--- src/pkg/sleep_power_defines.vh ---
`ifndef SLEEP_POWER_DEFINES_VH
`define SLEEP_POWER_DEFINES_VH

// ----------------------------------------
// Register byte offsets
// ----------------------------------------
`define OFS_SLEEP_MODE_CONTROL      8'h00
`define OFS_MICRO_CONTROL           8'h04
`define OFS_PERIPHERAL_CLOCK_GATING 8'h08
`define OFS_POWER_STATUS            8'h0C

// ----------------------------------------
// Field positions
// ----------------------------------------
`define BIT_SLEEP_ARM               0
`define BIT_SLEEP_MODE_LO           1
`define BIT_SLEEP_MODE_HI           2
`define BIT_BROWNOUT_SLEEP_OFF      6
`define BIT_BROWNOUT_UNLOCK         5
`define BIT_GATE_TWO_WIRE           7
`define BIT_GATE_TIMER_ZERO         5
`define BIT_GATE_TIMER_ONE          3
`define BIT_GATE_SERIAL             2
`define BIT_GATE_CONVERTER          0

// ----------------------------------------
// Writable masks and reset values
// ----------------------------------------
`define MASK_SLEEP_MODE_CONTROL     8'h07
`define MASK_PERIPHERAL_GATING      8'hAD
`define RST_SLEEP_MODE_CONTROL      8'h00
`define RST_PERIPHERAL_GATING       8'h00

// ----------------------------------------
// Sleep mode codes
// ----------------------------------------
`define MODE_IDLE                   2'b00
`define MODE_NOISE_REDUCTION        2'b01
`define MODE_POWER_DOWN             2'b10
`define MODE_RESERVED               2'b11

// ----------------------------------------
// Timing counts in clock cycles
// ----------------------------------------
`define UNLOCK_WINDOW_CYCLES        3'd4
`define BROWNOUT_OFF_CYCLES         3'd3
`define WAKE_HOLD_CYCLES            8'd4
`define STARTUP_CYCLES              8'd16
`define RESET_STARTUP_CYCLES        8'd64

`endif

--- src/design/brownout_unlock_seq.v ---
`timescale 1ns/1ps
`include "sleep_power_defines.vh"

module brownout_unlock_seq (
    input  wire core_clk,
    input  wire rst_sync_n,
    input  wire wr_micro,
    input  wire wr_sleep_off,
    input  wire wr_unlock,
    output reg  brownout_sleep_off,
    output wire brownout_sleep_off_unlock
);

    reg [2:0] window_cnt;
    reg [2:0] off_cnt;

    assign brownout_sleep_off_unlock = (window_cnt != 3'd0);

    // ----------------------------------------
    // Timed unlock window
    // ----------------------------------------
    always @(posedge core_clk or negedge rst_sync_n) begin
        if (!rst_sync_n) begin
            window_cnt <= 3'd0;
        end else if (wr_micro && wr_sleep_off && wr_unlock) begin
            window_cnt <= `UNLOCK_WINDOW_CYCLES;
        end else if (wr_micro) begin
            window_cnt <= 3'd0;
        end else if (window_cnt != 3'd0) begin
            window_cnt <= window_cnt - 3'd1;
        end
    end

    // ----------------------------------------
    // Sleep-off bit with self clear
    // ----------------------------------------
    always @(posedge core_clk or negedge rst_sync_n) begin
        if (!rst_sync_n) begin
            brownout_sleep_off <= 1'b0;
            off_cnt            <= 3'd0;
        end else if (wr_micro && wr_sleep_off && !wr_unlock
                     && brownout_sleep_off_unlock) begin
            brownout_sleep_off <= 1'b1;
            off_cnt            <= `BROWNOUT_OFF_CYCLES;
        end else if (off_cnt > 3'd1) begin
            off_cnt <= off_cnt - 3'd1;
        end else begin
            brownout_sleep_off <= 1'b0;
            off_cnt            <= 3'd0;
        end
    end

endmodule

--- src/design/sleep_power_reduction_control.v ---
// What this block does
// - Mode field picks idle, noise, power-down
// - Sleep instruction sleeps only when armed
// - Sleep control upper bits read zero
// - Sleep-off bit turns brown-out off asleep
// - Two writes within four cycles unlock
// - Sleep-off bit self clears after three
// - Unlock bit gates sleep-off bit writes
// - Micro control reserved bits read zero
// - Gating bit stops clock, blocks access
// - Clearing gate resumes peripheral unchanged
// - Gating acts in active and idle
// - Bit seven stops two-wire clock
// - Bits five, three stop timers
// - Bit two stops serial peripheral clock
// - Bit zero stops converter, comparator too
// - Gating bits six, four, one read zero
// - Input buffers off when io, adc stopped
// - Enabled watchdog keeps running asleep
// - Debug fuse keeps oscillator on asleep
// - Reference on only when someone needs it
// - Idle stops only cpu and flash
// - Wake holds cpu four extra cycles
//
// Register access over APB and the register addresses are this design's own decisions.
`timescale 1ns/1ps
`include "sleep_power_defines.vh"

module sleep_power_reduction_control (
    input  wire        core_clk,
    input  wire        rst_n,
    input  wire        psel,
    input  wire        penable,
    input  wire        pwrite,
    input  wire [7:0]  paddr,
    input  wire [31:0] pwdata,
    output reg  [31:0] prdata,
    output wire        pready,
    output reg         pslverr,
    input  wire        sleep_instr,
    input  wire        wake_event,
    input  wire        debug_enable_fuse,
    input  wire        watchdog_enabled,
    input  wire        brownout_fuse_enable,
    input  wire        adc_enable,
    input  wire        comparator_bandgap,
    output reg         cpu_clk_en,
    output reg         flash_clk_en,
    output reg         io_clk_en,
    output reg         adc_clk_en,
    output reg         main_osc_en,
    output reg         two_wire_clk_en,
    output reg         timer_zero_clk_en,
    output reg         timer_one_clk_en,
    output reg         serial_clk_en,
    output reg         converter_clk_en,
    output reg         two_wire_access_en,
    output reg         timer_zero_access_en,
    output reg         timer_one_access_en,
    output reg         serial_access_en,
    output reg         converter_access_en,
    output reg         comparator_usable,
    output reg         input_buffer_disable,
    output reg         brownout_detector_on,
    output reg         watchdog_run,
    output reg         vref_on,
    output reg         cpu_hold,
    output reg         wake_done
);

    // ----------------------------------------
    // State codes
    // ----------------------------------------
    localparam [2:0] ST_ACTIVE = 3'b001;
    localparam [2:0] ST_SLEEP  = 3'b010;
    localparam [2:0] ST_WAKE   = 3'b100;

    // ----------------------------------------
    // Helpers
    // ----------------------------------------
    function addr_hit;
        input [7:0] addr;
        input [7:0] ofs;
        begin
            addr_hit = (addr == ofs);
        end
    endfunction

    function mode_io_runs;
        input [1:0] mode;
        begin
            mode_io_runs = (mode == `MODE_IDLE);
        end
    endfunction

    function mode_adc_runs;
        input [1:0] mode;
        begin
            mode_adc_runs = (mode == `MODE_IDLE) || (mode == `MODE_NOISE_REDUCTION);
        end
    endfunction

    // ----------------------------------------
    // Reset release
    // ----------------------------------------
    reg rst_meta;
    reg rst_sync_n;

    always @(posedge core_clk or negedge rst_n) begin
        if (!rst_n) begin
            rst_meta   <= 1'b0;
            rst_sync_n <= 1'b0;
        end else begin
            rst_meta   <= 1'b1;
            rst_sync_n <= rst_meta;
        end
    end

    // ----------------------------------------
    // Pin and fuse synchronisers
    // ----------------------------------------
    reg [3:0] pin_meta;
    reg [3:0] pin_sync;

    always @(posedge core_clk or negedge rst_sync_n) begin
        if (!rst_sync_n) begin
            pin_meta <= 4'h0;
            pin_sync <= 4'h0;
        end else begin
            pin_meta <= {brownout_fuse_enable, watchdog_enabled,
                         debug_enable_fuse, wake_event};
            pin_sync <= pin_meta;
        end
    end

    wire wake_sync     = pin_sync[0];
    wire debug_sync    = pin_sync[1];
    wire watchdog_sync = pin_sync[2];
    wire bod_fuse_sync = pin_sync[3];

    // ----------------------------------------
    // Bus decode
    // ----------------------------------------
    wire access  = psel && penable;
    wire wr_en   = access && pwrite;
    wire hit_smc = addr_hit(paddr, `OFS_SLEEP_MODE_CONTROL);
    wire hit_mcu = addr_hit(paddr, `OFS_MICRO_CONTROL);
    wire hit_pcg = addr_hit(paddr, `OFS_PERIPHERAL_CLOCK_GATING);
    wire hit_sts = addr_hit(paddr, `OFS_POWER_STATUS);
    wire mapped  = hit_smc || hit_mcu || hit_pcg || hit_sts;

    assign pready = 1'b1;

    // ----------------------------------------
    // Control registers
    // ----------------------------------------
    reg [2:0] sleep_mode_control;
    reg [7:0] peripheral_clock_gating;

    wire       sleep_arm         = sleep_mode_control[`BIT_SLEEP_ARM];
    wire [1:0] sleep_mode_select = sleep_mode_control[`BIT_SLEEP_MODE_HI:`BIT_SLEEP_MODE_LO];

    always @(posedge core_clk or negedge rst_sync_n) begin
        if (!rst_sync_n) begin
            sleep_mode_control      <= 3'h0;
            peripheral_clock_gating <= `RST_PERIPHERAL_GATING;
        end else begin
            if (wr_en && hit_smc) begin
                sleep_mode_control <= pwdata[2:0];
            end
            if (wr_en && hit_pcg) begin
                peripheral_clock_gating <= pwdata[7:0] & `MASK_PERIPHERAL_GATING;
            end
        end
    end

    // ----------------------------------------
    // Brown-out sleep-off sequence
    // ----------------------------------------
    wire brownout_sleep_off;
    wire brownout_sleep_off_unlock;

    brownout_unlock_seq u_unlock (
        .core_clk                  (core_clk),
        .rst_sync_n                (rst_sync_n),
        .wr_micro                  (wr_en && hit_mcu),
        .wr_sleep_off              (pwdata[`BIT_BROWNOUT_SLEEP_OFF]),
        .wr_unlock                 (pwdata[`BIT_BROWNOUT_UNLOCK]),
        .brownout_sleep_off        (brownout_sleep_off),
        .brownout_sleep_off_unlock (brownout_sleep_off_unlock)
    );

    // ----------------------------------------
    // Sleep sequencer
    // ----------------------------------------
    reg [2:0] state;
    reg [2:0] next_state;
    reg [1:0] active_mode;
    reg       bod_off_period;
    reg [7:0] wake_cnt;

    wire sleep_go = sleep_instr && sleep_arm
                    && (sleep_mode_select != `MODE_RESERVED);

    always @* begin
        next_state = state;
        case (state)
            ST_ACTIVE: begin
                if (sleep_go) begin
                    next_state = ST_SLEEP;
                end
            end
            ST_SLEEP: begin
                if (wake_sync) begin
                    next_state = ST_WAKE;
                end
            end
            ST_WAKE: begin
                if (wake_cnt == 8'd1) begin
                    next_state = ST_ACTIVE;
                end
            end
            default: begin
                next_state = ST_ACTIVE;
            end
        endcase
    end

    always @(posedge core_clk or negedge rst_sync_n) begin
        if (!rst_sync_n) begin
            state          <= ST_ACTIVE;
            active_mode    <= `MODE_IDLE;
            bod_off_period <= 1'b0;
            wake_cnt       <= 8'd0;
            wake_done      <= 1'b0;
        end else begin
            state     <= next_state;
            wake_done <= (state == ST_WAKE) && (next_state == ST_ACTIVE);
            if (state == ST_ACTIVE && sleep_go) begin
                active_mode    <= sleep_mode_select;
                bod_off_period <= brownout_sleep_off;
            end
            if (state == ST_SLEEP && wake_sync) begin
                if (bod_off_period) begin
                    wake_cnt <= `RESET_STARTUP_CYCLES + `WAKE_HOLD_CYCLES;
                end else begin
                    wake_cnt <= `STARTUP_CYCLES + `WAKE_HOLD_CYCLES;
                end
            end else if (state == ST_WAKE && wake_cnt != 8'd0) begin
                wake_cnt <= wake_cnt - 8'd1;
            end
            if (state == ST_WAKE && next_state == ST_ACTIVE) begin
                bod_off_period <= 1'b0;
            end
        end
    end

    // ----------------------------------------
    // Clock and power outputs
    // ----------------------------------------
    wire asleep    = (state == ST_SLEEP);
    wire io_run    = !asleep || mode_io_runs(active_mode);
    wire adc_run   = !asleep || mode_adc_runs(active_mode);
    wire osc_run   = !asleep || (active_mode != `MODE_POWER_DOWN) || debug_sync;
    wire g_twi     = peripheral_clock_gating[`BIT_GATE_TWO_WIRE];
    wire g_tim0    = peripheral_clock_gating[`BIT_GATE_TIMER_ZERO];
    wire g_tim1    = peripheral_clock_gating[`BIT_GATE_TIMER_ONE];
    wire g_spi     = peripheral_clock_gating[`BIT_GATE_SERIAL];
    wire g_adc     = peripheral_clock_gating[`BIT_GATE_CONVERTER];
    wire bod_on    = bod_fuse_sync && !(asleep && bod_off_period);

    always @(posedge core_clk or negedge rst_sync_n) begin
        if (!rst_sync_n) begin
            cpu_clk_en           <= 1'b1;
            flash_clk_en         <= 1'b1;
            io_clk_en            <= 1'b1;
            adc_clk_en           <= 1'b1;
            main_osc_en          <= 1'b1;
            two_wire_clk_en      <= 1'b1;
            timer_zero_clk_en    <= 1'b1;
            timer_one_clk_en     <= 1'b1;
            serial_clk_en        <= 1'b1;
            converter_clk_en     <= 1'b1;
            two_wire_access_en   <= 1'b1;
            timer_zero_access_en <= 1'b1;
            timer_one_access_en  <= 1'b1;
            serial_access_en     <= 1'b1;
            converter_access_en  <= 1'b1;
            comparator_usable    <= 1'b1;
            input_buffer_disable <= 1'b0;
            brownout_detector_on <= 1'b0;
            watchdog_run         <= 1'b0;
            vref_on              <= 1'b0;
            cpu_hold             <= 1'b0;
        end else begin
            cpu_clk_en           <= !asleep;
            flash_clk_en         <= !asleep;
            io_clk_en            <= io_run;
            adc_clk_en           <= adc_run;
            main_osc_en          <= osc_run;
            two_wire_clk_en      <= io_run && !g_twi;
            timer_zero_clk_en    <= io_run && !g_tim0;
            timer_one_clk_en     <= io_run && !g_tim1;
            serial_clk_en        <= io_run && !g_spi;
            converter_clk_en     <= adc_run && !g_adc;
            two_wire_access_en   <= !g_twi;
            timer_zero_access_en <= !g_tim0;
            timer_one_access_en  <= !g_tim1;
            serial_access_en     <= !g_spi;
            converter_access_en  <= !g_adc;
            comparator_usable    <= !g_adc;
            input_buffer_disable <= !io_run && !adc_run;
            brownout_detector_on <= bod_on;
            watchdog_run         <= watchdog_sync;
            vref_on              <= bod_on || comparator_bandgap || adc_enable;
            cpu_hold             <= (next_state != ST_ACTIVE);
        end
    end

    // ----------------------------------------
    // Read data
    // ----------------------------------------
    always @(posedge core_clk or negedge rst_sync_n) begin
        if (!rst_sync_n) begin
            prdata  <= 32'h0000_0000;
            pslverr <= 1'b0;
        end else begin
            prdata  <= 32'h0000_0000;
            pslverr <= 1'b0;
            if (psel && !penable) begin
                pslverr <= !mapped;
                if (hit_smc) begin
                    prdata <= {29'h0, sleep_mode_control};
                end else if (hit_mcu) begin
                    prdata <= {24'h0, 1'b0, brownout_sleep_off,
                               brownout_sleep_off_unlock, 5'h00};
                end else if (hit_pcg) begin
                    prdata <= {24'h0, peripheral_clock_gating};
                end else if (hit_sts) begin
                    prdata <= {24'h0, bod_off_period, active_mode, 2'b00, state};
                end
            end else if (access) begin
                prdata  <= prdata;
                pslverr <= pslverr;
            end
        end
    end

endmodule

--- config.mk ---
export PLATFORM = sky130hd
export DESIGN_NAME = sleep_power_reduction_control
export DESIGN_NICKNAME = d
export VERILOG_FILES = /design/src/design/brownout_unlock_seq.v /design/src/design/sleep_power_reduction_control.v
export VERILOG_INCLUDE_DIRS = /design/src /design/src/pkg
export SDC_FILE = /design/constraint.sdc
export NUM_CORES = 1
export LEC_CHECK = 0
export BUFFER_PORTS_ARGS = -buffer_cell sky130_fd_sc_hd__buf_2
export CORE_MARGIN = 3
export CORE_UTILIZATION = 49
export CTS_CLUSTER_DIAMETER = 120
export DETAILED_ROUTE_END_ITERATION = 10
export GPL_ROUTABILITY_DRIVEN = 1
export GPL_TIMING_DRIVEN = 1
export PLACE_DENSITY_LB_ADDON = 0.3
export SYNTH_ARGS = -nofsm -noshare
export SYNTH_HDL_FRONTEND = slang
export SYNTH_SLANG_ARGS = --single-unit
--- constraint.sdc ---
create_clock -name core_clk -period 2.75 [get_ports core_clk]
set_input_delay 0.1375 -clock core_clk [delete_from_list [all_inputs] [get_ports core_clk]]
set_output_delay 0.1375 -clock core_clk [all_outputs]
set_load 0.02 [all_outputs]
==> impl_metrics.json <==
{
  "crit_required_ps": 2980,
  "max_freq_ghz": 0.501,
  "initial_core_util_pct": 52.1,
  "die_h_um": 83.7,
  "place_hpwl_um": 3830,
  "regArea_sq_mm": 0.00170,
  "diodes": 0,
  "status": "completed",
  "finalCritPeriodShare_pct": 72.6,
  "die_w_um": 83.7,
  "grt_pass1_wl_um": 8960,
  "grt_use_total_pct": 16.2,
  "min_period_ps": 2000,
  "multiInputGateArea_sq_mm": 0.00108,
  "finalWirelength_um": 5290,
  "ys_seq_area_share_pct": 57.3,
  "use_met1_pct": 21.2,
  "met3_usage_pct": 3.85,
  "cp.arrival_ps": 2220,
  "tns_ps": 0,
  "clk_path_buf_depth": 2,
  "rsz0062_at_grt": "false",
  "ys_async_sr_fraction_pct": 100,
  "synth-warning-count": 0,
  "setup_viol": 0,
  "grt_max_degree": 51,
  "layout.cells.non_filler": 404,
  "grt.overflow.total": 0,
  "syn_to_final_growth_pct": 18.0,
  "antenna_found_initial": 0,
  "viasPerCell": 4.82,
  "cts_resized": 0,
  "fillers": 481,
  "cp-end-kind": "register",
  "routedWlPerCell_um": 13.1,
  "numPlacedInstances": 381,
  "hold_path.class": "primary input to register",
  "synth_seq_cells": 67,
  "synth_fa_ha_area_share_pct": 2.96,
  "synth_edf_count": 0,
  "mostFrequentLayoutCells": "56 x buf_2, 51 x dfrtp_1, 27 x conb_1, 25 x nand2_1, 18 x nor2_1",
  "max_slew_margin_pct": 59.8,
  "synth_top_family_by_area": "simple AND/OR/NAND/NOR gates",
  "clock_sinks": 67,
  "maxCapViolations": 0,
  "critPathMaxStageDelay_ps": 550,
  "final_common_cell": "buf_2",
  "grt.busiest_layer": "met2",
  "htreeDepth": 3,
  "place.gp.congestion": 0.822,
  "drv_slew": 0,
  "synth.cell_area_sq_mm": 0.00296,
  "drive_above_1_share_pct": 31.0,
  "drtIter0Drc": 79,
  "drt_pre_antenna_iters": 6,
  "crit_path_cell_trace": "nor3b_1 -> buf_4 -> a21boi_0 -> or3_1 -> dlygate4sd3_1",
  "grt_use_met2_pct": 25.0,
  "die_area_sq_mm": 0.00701,
  "postSynthCellCount": 257,
  "ir_drop_mv": 0.366,
  "final_core_util_pct": 61.5,
  "start_kind": "register",
  "critical_path.slowest_cell": "dlygate4sd3_1",
  "clk_latency_ps": 340,
  "coreArea_sq_mm": 0.00568,
  "pin_count": 108,
  "cts_root_buffer": "clkbuf_8",
  "grt_pass1_vias": 1877,
  "synth.area.mux_share_pct": 6.85,
  "fin_area_sq_mm": 0.00349,
  "dpl_cell_area_sq_mm": 0.00322,
  "crit_type": "register to register",
  "cp_max_fo": 9,
  "power_mw": 2.25,
  "tightest_slew_ps": 603,
  "clkTransAtPathRegs_ps": 70,
  "num_rows": 27,
  "postCtsSetupRepairBufs": 0,
  "drt_drc_violations_left": 0,
  "synth_cell_type_count": 43,
  "synth_compound_gate_area_share_pct": 8.25,
  "synth_xor_area_share_pct": 0.296,
  "syn_area_per_cell_sq_um": 11.5,
  "synth-simple-area-share_pct": 14.6,
  "hold_viol_final": 0,
  "p_leak_nw": 1.66,
  "cts_tree": "built",
  "synth_top_flop_cell": "dfrtp_1",
  "via_count": 1946,
  "portBuffers": 56,
  "cellPowerDensity_mw_per_mm2": 646,
  "antenna_left": 0,
  "cts_buffers": 9,
  "final_nets": 386,
  "fin_skew_ps": 5.89
}
kinds of logic after synthesis:
logic type	after synthesis
adder cells (fa/ha/maj)	7
buffers and inverters	47
XOR/XNOR	1
AND/OR/NAND/NOR	78
other	2
AO/OA/AOI/OAI	38
flip-flops	67
multiplexers	17
repair_timing:
item	in CTS	in global routing
setup endpoints to repair	0	0
endpoints found under the hold margin	7	0
hold buffers	7	0
per-stage QoR:
| stage | hold slack [ps] | setup slack (ps) |
|---|---|---|
| final | 23.1 | 754 |
| after global routing | 21.7 | 641 |
| after CTS | 15.4 | 736 |
| after detailed placement | -75.9 | 890 |
| after global placement | -76.6 | 1030 |
| after floorplan | -158 | 772 |
flip-flops by register name, indices dropped and copies added, names as in the netlist, 2 cells and up:
signal                   flops
state                        3
wake_cnt                     8
pin_sync                     4
prdata                       7
u_unlock.window_cnt          3
pin_meta                     4
active_mode                  2
u_unlock.off_cnt             3
sleep_mode_control           3
peripheral_clock_gating      5
final timing paths:
path / from / slack [ps] / cells past startpoint / to
max: state[2]$_DFF_PN0_ / 750 / 5 / vref_on$_DFF_PN0_
min: pwdata[3] / 20 / 2 / peripheral_clock_gating[3]$_DFFE_PN0P_
max reg2reg: state[2]$_DFF_PN0_ / 750 / 5 / vref_on$_DFF_PN0_
min reg2reg: rst_sync_n$_DFF_PN0_ / 170 / 0 / pin_sync[2]$_DFF_PN0_
max in group asynchronous: rst_sync_n$_DFF_PN0_ / 1660 / 1 / u_unlock.off_cnt[0]$_DFF_PN0_
min in group asynchronous: rst_n / 100 / 2 / rst_meta$_DFF_PN0_
cell type report:
| cell class | instances | area share [%] |
|---|---|---|
| multi-input cells | 168 | 30.8 |
| clock buffers | 10 | 3.94 |
| well taps | 72 | 2.58 |
| inverters | 16 | 1.72 |
| repair buffers | 65 | 10.5 |
| flip-flops and latches | 67 | 48.6 |
| clock inverters | 6 | 1.86 |
synth_stat cells, types with 3 or more instances:
master | number | area (sq um)
mux2_1 | 3 | 33.8
inv_1 | 16 | 60.1
nand2_1 | 25 | 93.8
dfstp_2 | 15 | 394
nor3b_1 | 3 | 22.5
mux2i_1 | 6 | 60.1
a21oi_1 | 7 | 35.0
clkbuf_1 | 3 | 11.3
buf_4 | 28 | 210
mux2_2 | 3 | 33.8
o311ai_0 | 3 | 26.3
ha_1 | 7 | 87.6
nor2_1 | 18 | 67.6
mux2_4 | 5 | 75.1
a32o_1 | 3 | 30.0
dfrtp_1 | 52 | 1300
nor2b_1 | 5 | 31.3
o21ai_0 | 14 | 70.1
nand3b_1 | 6 | 45.0
power breakdown:
group | internal (mW) | leakage [nW] | total [mW] | switching, mW
registers | 1.06 | 0.832 | 1.10 | 0.0439
logic | 0.133 | 0.725 | 0.333 | 0.200
clock network | 0.443 | 0.102 | 0.822 | 0.379
worst max-delay path: cells and delay by family, from the launching register on:
| kind | cells | cell delay (ps) |
|---|---|---|
| compound gates | 1 | 100 |
| buf+inv | 2 | 730 |
| flops | 1 | 460 |
| simple gates | 2 | 590 |
layer usage:
| metal | wire (um) | vias up |
|---|---|---|
| met5 | 0 | - |
| met4 | 68 | 0 |
| met3 | 318 | 7 |
| met2 | 2510 | 54 |
| met1 | 2390 | 922 |
| li1 | - | 963 |
Power figures use the tool's default switching activity.
